<file path="config.mk">
export PLATFORM = sky130hd
export DESIGN_NAME = iefb_top
export DESIGN_NICKNAME = d
export VERILOG_FILES = /design/src/include/iefb_pkg.sv /design/src/verilog/iefb_top.sv
export VERILOG_INCLUDE_DIRS = /design/src /design/src/include
export SDC_FILE = /design/constraint.sdc
export NUM_CORES = 1
export LEC_CHECK = 0
export BUFFER_PORTS_ARGS = -buffer_cell sky130_fd_sc_hd__buf_2
export CAP_MARGIN = 20
export CORE_UTILIZATION = 53
export CTS_BUF_LIST = sky130_fd_sc_hd__clkbuf_4 sky130_fd_sc_hd__clkbuf_8
export CTS_CLUSTER_DIAMETER = 30
export CTS_CLUSTER_SIZE = 10
export DETAILED_ROUTE_END_ITERATION = 16
export PLACE_DENSITY = 0.82
export SYNTH_ARGS = -nofsm -noshare
export SYNTH_HDL_FRONTEND = slang
export SYNTH_SLANG_ARGS = --single-unit
</file>
<file path="constraint.sdc">
create_clock -name clk_sys -period 2.5 [get_ports clk_sys]
set_input_delay 0.125 -clock clk_sys [delete_from_list [all_inputs] [get_ports clk_sys]]
set_output_delay 0.125 -clock clk_sys [all_outputs]
set_load 0.005 [all_outputs]
</file>
<file path="src/include/iefb_consts.svh">
// Offsets, field positions, reset values and masks of the interrupt enable and flag bank
// Summary of operation
// Priority on: global/high enable gates all; hardware clears it on high-priority entry.
// Priority off: global enable gates all; hardware clears it on any interrupt entry.
// Priority on: low enable gates low priority; hardware clears it on low entry.
// Priority off: low enable bit gates only the peripheral sources.
// Priority-levels bit selects one-level or two-level meaning of both enables.
// Each external edge select bit: one means rising edge, zero means falling edge.
// Flags set on their condition whatever the enables, so software may poll.
// Software should clear a flag before setting its enable bit.
// Timer0 overflow flag sets on overflow and stays set until software clears it.
// Pin-change flag is read-only and follows the pending pin-change bank.
// External flags set on the selected edge and stay software writable.
// Each external interrupt takes its pin through a separate pin-select register; here two four-bit fields share each of the two pin-select registers.
// Priority off: sources of flag register 0 are never gated by the peripheral enable.
// Oscillator-fail flag sets on clock failure with fallback; software clears it.
// Clock-switch flag sets when the new oscillator is ready; software clears it.
// Clock-switch-ready never wakes the device from sleep.
// ADC threshold flag sets on threshold event; software clears it.
// ADC done flag sets on conversion end; held until software clears it.
// Voltage detect flag sets when the detector reports its event.
// Zero-cross flag sets on any detector output change; software clears it.
// Each comparator flag sets on its output change; software clears it.
// UART receive flags are read-only and show a full receive buffer.
// UART transmit flags are read-only and show an empty transmit buffer.
// Bus-collision flags set on master collision; software clears them.
// Serial port flags set on transfer completion; software clears them.
// Writable flags hold until a zero is written; a hardware set wins.
`ifndef IEFB_CONSTS_SVH
`define IEFB_CONSTS_SVH

// ****************************************
// Register offsets
// ****************************************
`define IEFB_ADDR_W          12
`define IEFB_OFF_FLAGS0      12'hE33
`define IEFB_OFF_FLAGS1      12'hE34
`define IEFB_OFF_FLAGS2      12'hE35
`define IEFB_OFF_FLAGS3      12'hE36
`define IEFB_OFF_CONTROL     12'hFF2
`define IEFB_OFF_PINSEL_LO   12'hF00
`define IEFB_OFF_PINSEL_HI   12'hF01

// ****************************************
// Fields, masks and reset values
// ****************************************
`define IEFB_CONTROL_RST     8'h07
`define IEFB_BIT_GLOBAL_EN   7
`define IEFB_BIT_LOW_EN      6
`define IEFB_BIT_PRIO_ON     5
`define IEFB_BIT_PINCHG      4
`define IEFB_F0_SW_MASK      8'h2F
`define IEFB_F1_SW_MASK      8'hC3
`define IEFB_F2_SW_MASK      8'hC7
`define IEFB_F3_SW_MASK      8'h0F
`define IEFB_SRC_CSW         14
`define IEFB_PINSEL_RST      16'h3210

`endif

</file>
<file path="src/include/iefb_pkg.sv">
// Types shared by the interrupt enable and flag bank
package iefb_pkg;

    // Register port request from the core
    typedef struct packed {
        logic [11:0] addr;
        logic [7:0]  wdata;
        logic        wr;
        logic        rd;
    } iefb_bus_type;

    // Event inputs from the peripherals
    typedef struct packed {
        logic        timer0_ovf;
        logic [15:0] ext_pins;
        logic        pin_change_pending;
        logic        osc_fail;
        logic        clock_switch_ready;
        logic        adc_threshold;
        logic        adc_done;
        logic        voltage_detect;
        logic        zero_cross_out;
        logic [2:0]  comparator_out;
        logic [1:0]  uart_rx_full;
        logic [1:0]  uart_tx_empty;
        logic [1:0]  bus_collision;
        logic [1:0]  serial_port_done;
    } iefb_event_type;

    // Interrupt entry report from the core
    typedef struct packed {
        logic taken;
        logic taken_high;
    } iefb_take_type;

    // Requests towards the core
    typedef struct packed {
        logic req_high;
        logic req_low;
        logic wake;
    } iefb_req_type;

    // All state of the bank
    typedef struct packed {
        logic        global_high_enable;
        logic        periph_low_enable;
        logic        priority_levels_on;
        logic [3:0]  ext_edge_select;
        logic [7:0]  irq_flags_0;
        logic [7:0]  irq_flags_1;
        logic [7:0]  irq_flags_2;
        logic [7:0]  irq_flags_3;
        logic [15:0] ext_pin_select;
        logic [3:0]  ext_prev;
        logic        zero_cross_prev;
        logic [2:0]  comparator_prev;
        logic        primed;
        logic [7:0]  rdata;
    } iefb_state_type;

endpackage

</file>
<file path="src/verilog/iefb_top.sv">
// Interrupt enable and flag bank: control register, flag registers 0 to 3, request logic
//
// Added by the designer: the plain strobed port.
`timescale 1ns/100ps
`include "iefb_consts.svh"

module iefb_top (
    input  wire logic                    clk_sys,
    input  wire logic                    reset_n,
    input  wire logic                    clk_en,
    input  wire iefb_pkg::iefb_bus_type  bus,
    output logic [7:0]                   rdata,
    input  wire iefb_pkg::iefb_event_type evt,
    input  wire logic [31:0]             src_enable,
    input  wire logic [31:0]             src_high_prio,
    input  wire iefb_pkg::iefb_take_type take,
    output iefb_pkg::iefb_req_type       req
);
    import iefb_pkg::*;

    // ****************************************
    // Functions
    // ****************************************

    // Selected edge seen between two samples
    function automatic logic edge_hit(input logic prev, input logic cur, input logic rising);
        edge_hit = rising ? (!prev && cur) : (prev && !cur);
    endfunction

    // Pick one of sixteen pins by a four-bit index
    function automatic logic pin_pick(input logic [15:0] pins, input logic [3:0] idx);
        pin_pick = pins[idx];
    endfunction

    // ****************************************
    // Reset release
    // ****************************************
    logic [1:0] rst_sync_q;
    logic       rst_n_q;

    // Two-stage release of the asynchronous reset
    always_ff @(posedge clk_sys or negedge reset_n) begin
        if (!reset_n) begin
            rst_sync_q <= 2'h0;
        end else begin
            rst_sync_q <= {rst_sync_q[0], 1'b1};
        end
    end
    assign rst_n_q = rst_sync_q[1];

    // ****************************************
    // Event decoding
    // ****************************************
    iefb_state_type s_q;
    iefb_state_type s_d;
    logic [3:0]     ext_now;
    logic [3:0]     ext_hit;
    logic           zc_hit;
    logic [2:0]     cmp_hit;
    logic [7:0]     set0;
    logic [7:0]     set1;
    logic [7:0]     set2;
    logic [7:0]     set3;
    logic [7:0]     flags0_view;
    logic [7:0]     flags3_view;
    logic [31:0]    all_flags;
    logic [31:0]    pending;
    logic           wr0;
    logic           wr1;
    logic           wr2;
    logic           wr3;

    // Route each external interrupt through its pin select and find edges
    always_comb begin
        for (int i = 0; i < 4; i++) begin
            ext_now[i] = pin_pick(evt.ext_pins, s_q.ext_pin_select[4*i +: 4]);
            ext_hit[i] = s_q.primed &&
                         edge_hit(s_q.ext_prev[i], ext_now[i], s_q.ext_edge_select[i]);
        end
    end

    // Output changes of the zero-cross detector and the comparators
    assign zc_hit  = s_q.primed && (s_q.zero_cross_prev != evt.zero_cross_out);
    assign cmp_hit = s_q.primed ? (s_q.comparator_prev ^ evt.comparator_out) : 3'h0;

    // Hardware set terms, independent of any enable
    assign set0 = {2'h0, evt.timer0_ovf, 1'b0, ext_hit};
    assign set1 = {evt.osc_fail, evt.clock_switch_ready, 4'h0,
                   evt.adc_threshold, evt.adc_done};
    assign set2 = {evt.voltage_detect, zc_hit, 3'h0, cmp_hit};
    assign set3 = {4'h0, evt.bus_collision[1], evt.serial_port_done[1],
                   evt.bus_collision[0], evt.serial_port_done[0]};

    // Read-only bits follow their sources directly
    assign flags0_view = {s_q.irq_flags_0[7:5], evt.pin_change_pending,
                          s_q.irq_flags_0[3:0]};
    assign flags3_view = {evt.uart_rx_full[1], evt.uart_tx_empty[1],
                          evt.uart_rx_full[0], evt.uart_tx_empty[0],
                          s_q.irq_flags_3[3:0]};
    assign all_flags = {flags3_view, s_q.irq_flags_2, s_q.irq_flags_1, flags0_view};
    assign pending   = all_flags & src_enable;

    // Register write strobes
    assign wr0 = bus.wr && (bus.addr == `IEFB_OFF_FLAGS0);
    assign wr1 = bus.wr && (bus.addr == `IEFB_OFF_FLAGS1);
    assign wr2 = bus.wr && (bus.addr == `IEFB_OFF_FLAGS2);
    assign wr3 = bus.wr && (bus.addr == `IEFB_OFF_FLAGS3);

    // ****************************************
    // Request logic
    // ****************************************
    logic any_f0;
    logic any_periph;
    logic any_high;
    logic any_low;

    // Flag register 0 bypasses the peripheral enable when priority levels are off
    assign any_f0     = |pending[7:0];
    assign any_periph = |pending[31:8];
    assign any_high   = |(pending & src_high_prio);
    assign any_low    = |(pending & ~src_high_prio);

    // Requests follow the one-level or two-level meaning of the enables
    always_comb begin
        if (s_q.priority_levels_on) begin
            req.req_high = s_q.global_high_enable && any_high;
            req.req_low  = s_q.global_high_enable && s_q.periph_low_enable && any_low;
        end else begin
            req.req_high = s_q.global_high_enable &&
                           (any_f0 || (s_q.periph_low_enable && any_periph));
            req.req_low  = 1'b0;
        end
        // Clock-switch-ready cannot end sleep
        req.wake = |(pending & ~(32'h1 << `IEFB_SRC_CSW));
    end

    // ****************************************
    // Next state
    // ****************************************
    always_comb begin
        s_d = s_q;
        // Edge history; first cycle after reset only loads it
        s_d.primed          = 1'b1;
        s_d.ext_prev        = ext_now;
        s_d.zero_cross_prev = evt.zero_cross_out;
        s_d.comparator_prev = evt.comparator_out;
        // Control register and pin select writes
        if (bus.wr && (bus.addr == `IEFB_OFF_CONTROL)) begin
            s_d.global_high_enable = bus.wdata[`IEFB_BIT_GLOBAL_EN];
            s_d.periph_low_enable  = bus.wdata[`IEFB_BIT_LOW_EN];
            s_d.priority_levels_on = bus.wdata[`IEFB_BIT_PRIO_ON];
            s_d.ext_edge_select    = bus.wdata[3:0];
        end
        if (bus.wr && (bus.addr == `IEFB_OFF_PINSEL_LO)) begin
            s_d.ext_pin_select[7:0] = bus.wdata;
        end
        if (bus.wr && (bus.addr == `IEFB_OFF_PINSEL_HI)) begin
            s_d.ext_pin_select[15:8] = bus.wdata;
        end
        // Hardware clear of the enables on interrupt entry
        if (take.taken) begin
            if (!s_q.priority_levels_on) begin
                s_d.global_high_enable = 1'b0;
            end else if (take.taken_high) begin
                s_d.global_high_enable = 1'b0;
            end else begin
                s_d.periph_low_enable = 1'b0;
            end
        end
        // Flags: software value then hardware set on top
        s_d.irq_flags_0 = ((wr0 ? bus.wdata : s_q.irq_flags_0) | set0) & `IEFB_F0_SW_MASK;
        s_d.irq_flags_1 = ((wr1 ? bus.wdata : s_q.irq_flags_1) | set1) & `IEFB_F1_SW_MASK;
        s_d.irq_flags_2 = ((wr2 ? bus.wdata : s_q.irq_flags_2) | set2) & `IEFB_F2_SW_MASK;
        s_d.irq_flags_3 = ((wr3 ? bus.wdata : s_q.irq_flags_3) | set3) & `IEFB_F3_SW_MASK;
        // Read data for the following cycle; unmapped reads return zero
        s_d.rdata = 8'h00;
        if (bus.rd) begin
            unique case (bus.addr)
                `IEFB_OFF_FLAGS0:    s_d.rdata = flags0_view;
                `IEFB_OFF_FLAGS1:    s_d.rdata = s_q.irq_flags_1;
                `IEFB_OFF_FLAGS2:    s_d.rdata = s_q.irq_flags_2;
                `IEFB_OFF_FLAGS3:    s_d.rdata = flags3_view;
                `IEFB_OFF_CONTROL:   s_d.rdata = {s_q.global_high_enable, s_q.periph_low_enable,
                                                  s_q.priority_levels_on, 1'b0,
                                                  s_q.ext_edge_select};
                `IEFB_OFF_PINSEL_LO: s_d.rdata = s_q.ext_pin_select[7:0];
                `IEFB_OFF_PINSEL_HI: s_d.rdata = s_q.ext_pin_select[15:8];
                default:             s_d.rdata = 8'h00;
            endcase
        end
    end

    // ****************************************
    // State register
    // ****************************************
    always_ff @(posedge clk_sys or negedge rst_n_q) begin
        if (!rst_n_q) begin
            s_q                    <= '0;
            s_q.ext_edge_select    <= 4'(`IEFB_CONTROL_RST); // Edge select field only
            s_q.ext_pin_select     <= `IEFB_PINSEL_RST;
        end else if (clk_en) begin
            s_q <= s_d;
        end
    end

    assign rdata = s_q.rdata;
endmodule
</file>
Yosys cells after proc, flatten, opt, wreduce, memory -nomap -nowiden
Index checks and enable logic that the tools add are counted.
{ "op_classes": {"n_lt_le_gt_ge": 4, "eq_ne": 8, "mux": 26, "n_bitwise": 9, "n_reduce_logical": 42} }
{ "ops": {"columns": ["cell", "count"], "rows": [
  ["32-bit bitwise AND", 3],
  ["12-bit == test, second input constant", 7],
  ["32-bit OR reduction", 2],
  ["8-bit one-hot mux with 7 select lines", 1],
  ["32-bit inverter", 1],
  ["31-bit OR reduction", 1],
  ["1-bit logical AND", 25],
  ["8-bit two-way mux", 3],
  ["24-bit OR reduction", 1],
  ["4-bit by 5-bit < comparator with 1-bit output, second input constant", 4],
  ["1-bit binary-select mux with 4-bit select", 4],
  ["8-bit OR", 2],
  ["1-bit two-way mux", 12],
  ["1-bit logical NOT", 8],
  ["8-bit OR reduction", 1],
  ["7-bit two-way mux", 1],
  ["6-bit two-way mux", 1],
  ["6-bit OR", 1],
  ["2-bit AND reduction", 3],
  ["2-bit two-way mux", 2],
  ["4-bit two-way mux", 1],
  ["4-bit OR", 1],
  ["3-bit two-way mux", 1],
  ["3-bit XOR", 1],
  ["2 further kinds", 2]
]} }
{ "totals": {"reg_bits": 60, "out_inout_bits": 11, "elab_cells": 105} }

Longest topological paths before layout
{ "logic_depth": {"depth_word": 7, "ltp_mapped": 7, "mapped_depth_nobuf": 5} }

Worst setup path after synthesis
No wires, ideal clock.
{ "synth_path": {"path_type": "flip-flop to flip-flop", "startpoint": "reg s_q[21] (netlist name)", "endpoint": "reg s_q (netlist bit all_flags[1])", "arrival_ns": 1.996, "t_required_ns": 2.369, "path_slack_ns": 0.373, "path_stages_with_launch": 7, "path_buffers": 1, "path_cell_list": "dfstp_2 -> bufbuf_16 -> mux4_2 -> mux2i_1 -> mux2i_1 -> nor3_1 -> or3_1"} }
{ "synth_between": {"elab_chain_len": 7, "elab_cells_between_ends": 8} }
{ "synth_lines": {"columns": ["item", "line", "text"], "rows": [
  ["start: declaration", "iefb_top.sv:54", "iefb_state_type s_q;"],
  ["1-bit binary-select mux with 4-bit select (*)", "iefb_top.sv:32", "pin_pick = pins[idx];"],
  ["1-bit two-way mux (implied by the code) (*)", "iefb_top.sv:32", null],
  ["1-bit logical NOT", "iefb_top.sv:27", "edge_hit = rising ? (!prev && cur) : (prev && !cur);"],
  ["1-bit logical AND", "iefb_top.sv:27", null],
  ["1-bit two-way mux (*)", "iefb_top.sv:27", null],
  ["1-bit logical AND (*)", "iefb_top.sv:77", "ext_hit[i] = s_q.primed &&"],
  ["6-bit OR (*)", "iefb_top.sv:171", "s_d.irq_flags_0 = ((wr0 ? bus.wdata : s_q.irq_flags_0) | set0) & `IEFB_F0_SW_MASK;"]
]} }
Every way passes the cells marked *; elsewhere a longest branch is shown, timed or not. The select of a mux whose other input is x is not followed.
A chain may end at the register's enable or synchronous reset.

==> results.sh <==
export IMPL_crit_chain="nand3_1 -> nand4_1 -> or4_1 -> o31a_1 -> o41a_1 -> buf_2"
export IMPL_wirelength_um=13100
export IMPL_route_antenna_remaining_nets=0
export IMPL_hold_viol_final=0
export IMPL_htree_levels=3
export IMPL_clock_skew_final_ns=0.00598
export IMPL_yosys_area_top_type="dfrtp_1"
export IMPL_fp_dieW_um=91.9
export IMPL_cp_end_kind="primary output"
export IMPL_route_detailed_wl_per_inst_um=20.7
export IMPL_cts_setup_buffers=0
export IMPL_drive_gt1_share_pct=40.4
export IMPL_fin_crit_sh_pct=89.8
export IMPL_outcome="completed"
export IMPL_maxCapViolations=0
export IMPL_die_h_um=91.9
export IMPL_power_frac_comb_pct=15.3
export IMPL_grt_pass1_wl_um=20800
export IMPL_leakage_uw=0.00228
export IMPL_yosys_most_used_dff="dfrtp_1"
export IMPL_cts_tree="yes"
export IMPL_yosysWarnings=0
export IMPL_first_pass_iters=5
export IMPL_synth_edf_count=0
export IMPL_worstMarginPinSlew_ns=0.627
export IMPL_finalSetupViolCount=0
export IMPL_pwr_density_cell_nw_per_um2=438
export IMPL_netlist_area_leader_share_pct=30.9
export IMPL_start_kind="flop"
export IMPL_ys_seq_area_share_pct=35.2
export IMPL_slew_viol_final=0
export IMPL_start_util_pct=55.2
export IMPL_gp_congestion=0.925
export IMPL_required_ns=2.38
export IMPL_grt_max_degree=31
export IMPL_tns_ns=0
export IMPL_drt_iter0_drc=408
export IMPL_ctsHoldBuffers=3
export IMPL_pwr_share_clk_pct=39.9
export IMPL_switching_share_pct=26.2
export IMPL_fp_row_count=32
export IMPL_synth_seq_cells=60
export IMPL_avgSynthCellArea_um2=10.5
export IMPL_grt_overflow=0
export IMPL_cts_resized=0
export IMPL_cp_slowest_stage_delay_ns=0.55
export IMPL_netSwitchingPower_uw=590
export IMPL_numPortBuffers=118
export IMPL_num_vias=4138
export IMPL_clkTransAtPathRegs_ns=0.07
export IMPL_dp_hpwl_um=10300
export IMPL_max_freq_mhz=446
export IMPL_crit_slowest_cell="or4_1"
export IMPL_clk_latency_ns=0.35
export IMPL_cp_max_fo=5
export IMPL_grt_pass1_vias=3961
export IMPL_clock_sinks=60
export IMPL_synthTopCellsByArea="dfrtp_1, mux2_2, mux4_2"
export IMPL_syn_nets=535
export IMPL_clk_path_buf_depth=2
export IMPL_synthToLayoutAreaGrowth_pct=19.8
export IMPL_antenna_found_initial=0
export IMPL_drc=0
export IMPL_rsz0062_at_grt="false"
export IMPL_viasPerCell=6.51
export IMPL_p_seq_share_pct=44.7
export IMPL_nets=655
export IMPL_vdd_drop_max_mv=0.337
export IMPL_synthArstFlopShare_pct=100
export IMPL_relSlewSlack_pct=58.2
export IMPL_intPower_uw=1660
export IMPL_critPathArrivalTime_ns=2.12
export IMPL_num_antenna_cells=0
export IMPL_cts_buffers=9
export IMPL_r2r_slack_ns=0.29
export IMPL_hold_path_class="in2reg"
export IMPL_syn_inst=409
export IMPL_die_area_um2=8450
export IMPL_fin_util_pct=66.1
export IMPL_yosys_cell_types_count=67
export IMPL_core_um2=7770
export IMPL_io_pins=137
export IMPL_grt_use_total_pct=32.6
export IMPL_synth_area_um2=4290
export IMPL_cts_root_buffer="clkbuf_8"
export IMPL_min_period_ns=2.24
export IMPL_worstSetupPathType="reg2out"
-- power by group through the flow --
stage | Sequential [uW] | Combinational, uW | Clock (uW)
floorplan | 1030 | 161 | 0
CTS | 1010 | 340 | 913
finish | 1010 | 344 | 898
global route | 1010 | 372 | 951
global placement | 1020 | 328 | 0
detailed placement | 1020 | 334 | 0
-- cell type report --
class                           instances  area (um2)
Multi-Input combinational cell        316        2550
Fill cell                             638        2630
Inverter                               11        41.3
Clock buffer                           12         153
Sequential cell                        60        1510
Clock inverter                          4        50.0
Timing Repair Buffer                  131         708
Tap cell                              102         128
-- critical path: cells and delay by family (launching register included) --
| kind | cells | cell delay [ns] |
|---|---|---|
| buf+inv | 1 | 0.13 |
| simple gates | 3 | 0.82 |
| flops | 1 | 0.45 |
| compound gates | 2 | 0.37 |
-- layout by cell type, fill, tap and decap left out, types with 13 or more instances in the layout --
cell / Yosys / routed
nand3_1: 25 / 25
o21ai_0: 18 / 18
mux4_2: 16 / 16
mux2i_1: 33 / 33
dfrtp_1: 53 / 52
nor2_1: 13 / 13
buf_2: 7 / 118
nand2_1: 40 / 40
mux2_2: 33 / 33
-- logic make-up after synthesis --
logic type | after synthesis | synth area share (%)
AOI/OAI and AO/OA | 83 | 13.9
xor gates and xnor gates | 4 | 0.817
buffers and inverters | 33 | 5.40
DFF | 60 | 35.2
muxes | 82 | 24.8
other | 1 | 0.0875
and+or+nand+nor | 146 | 19.8
-- path summary, 6_finish.rpt --
path,start,end,cells past startpoint
min reg2reg,rst_sync_q[1]$_DFF_PN0_,s_q[18]$_DFFE_PN0P_,0
max,all_flags[1]$_DFFE_PN0P_,req[2],6
min,bus[6],s_q[29]$_DFFE_PN1P_,2
min in group asynchronous,reset_n,rst_sync_q[0]$_DFF_PN0_,2
max reg2reg,s_q[21]$_DFFE_PN1P_,all_flags[1]$_DFFE_PN0P_,5
max in group asynchronous,rst_sync_q[1]$_DFF_PN0_,s_q[29]$_DFFE_PN1P_,1
-- synthesized netlist by cell type, drive strengths merged (3+ instances only) --
cell type,count
dfstp,7
nand2,40
o21ai,18
nor2,14
xnor2,4
and2,4
nand4,10
buf,17
a21oi,11
mux2i,33
or3,5
clkbuf,3
inv,10
a22oi,9
o2bb2ai,9
nor3b,4
mux4,16
dfrtp,53
a22o,6
nor3,11
o22ai,9
nand3,25
mux2,33
nor4,5
nor2b,10
a222oi,4
or4,3
-- sequential cells by signal (all words and copies together), names as in the netlist --
name,cells
rst_sync_q,2
rdata,8
all_flags,18
s_q,32
-- routing by layer --
metal / GRT usage, % / part of all wire (%) / up-vias
met5: 0 / 0 / -
met1: 44.2 / 41 / 2042
met3: 7.13 / 8.6 / 31
met2: 51.7 / 48 / 247
met4: 11.2 / 2.7 / 0
li1: - / - / 1818
-- per-stage QoR --
stage / area (um2) / total power (uW) / worst slack, ns / std cells / hold WS, ns
6_report: 5140 / 2250 / 0.256 / 636 / 0.0288
5_1_grt: 5140 / 2330 / 0.175 / 636 / 0.0316
4_1_cts: 5140 / 2260 / 0.270 / 636 / 0.0221
3_5_place_dp: 4900 / 1360 / 0.327 / 617 / -0.0879
3_3_place_gp: 4900 / 1350 / 0.355 / 617 / -0.0912
2_1_floorplan: 4290 / 1190 / 0.373 / 409 / -0.171
Note: power is estimated with default switching activity, not from simulation.
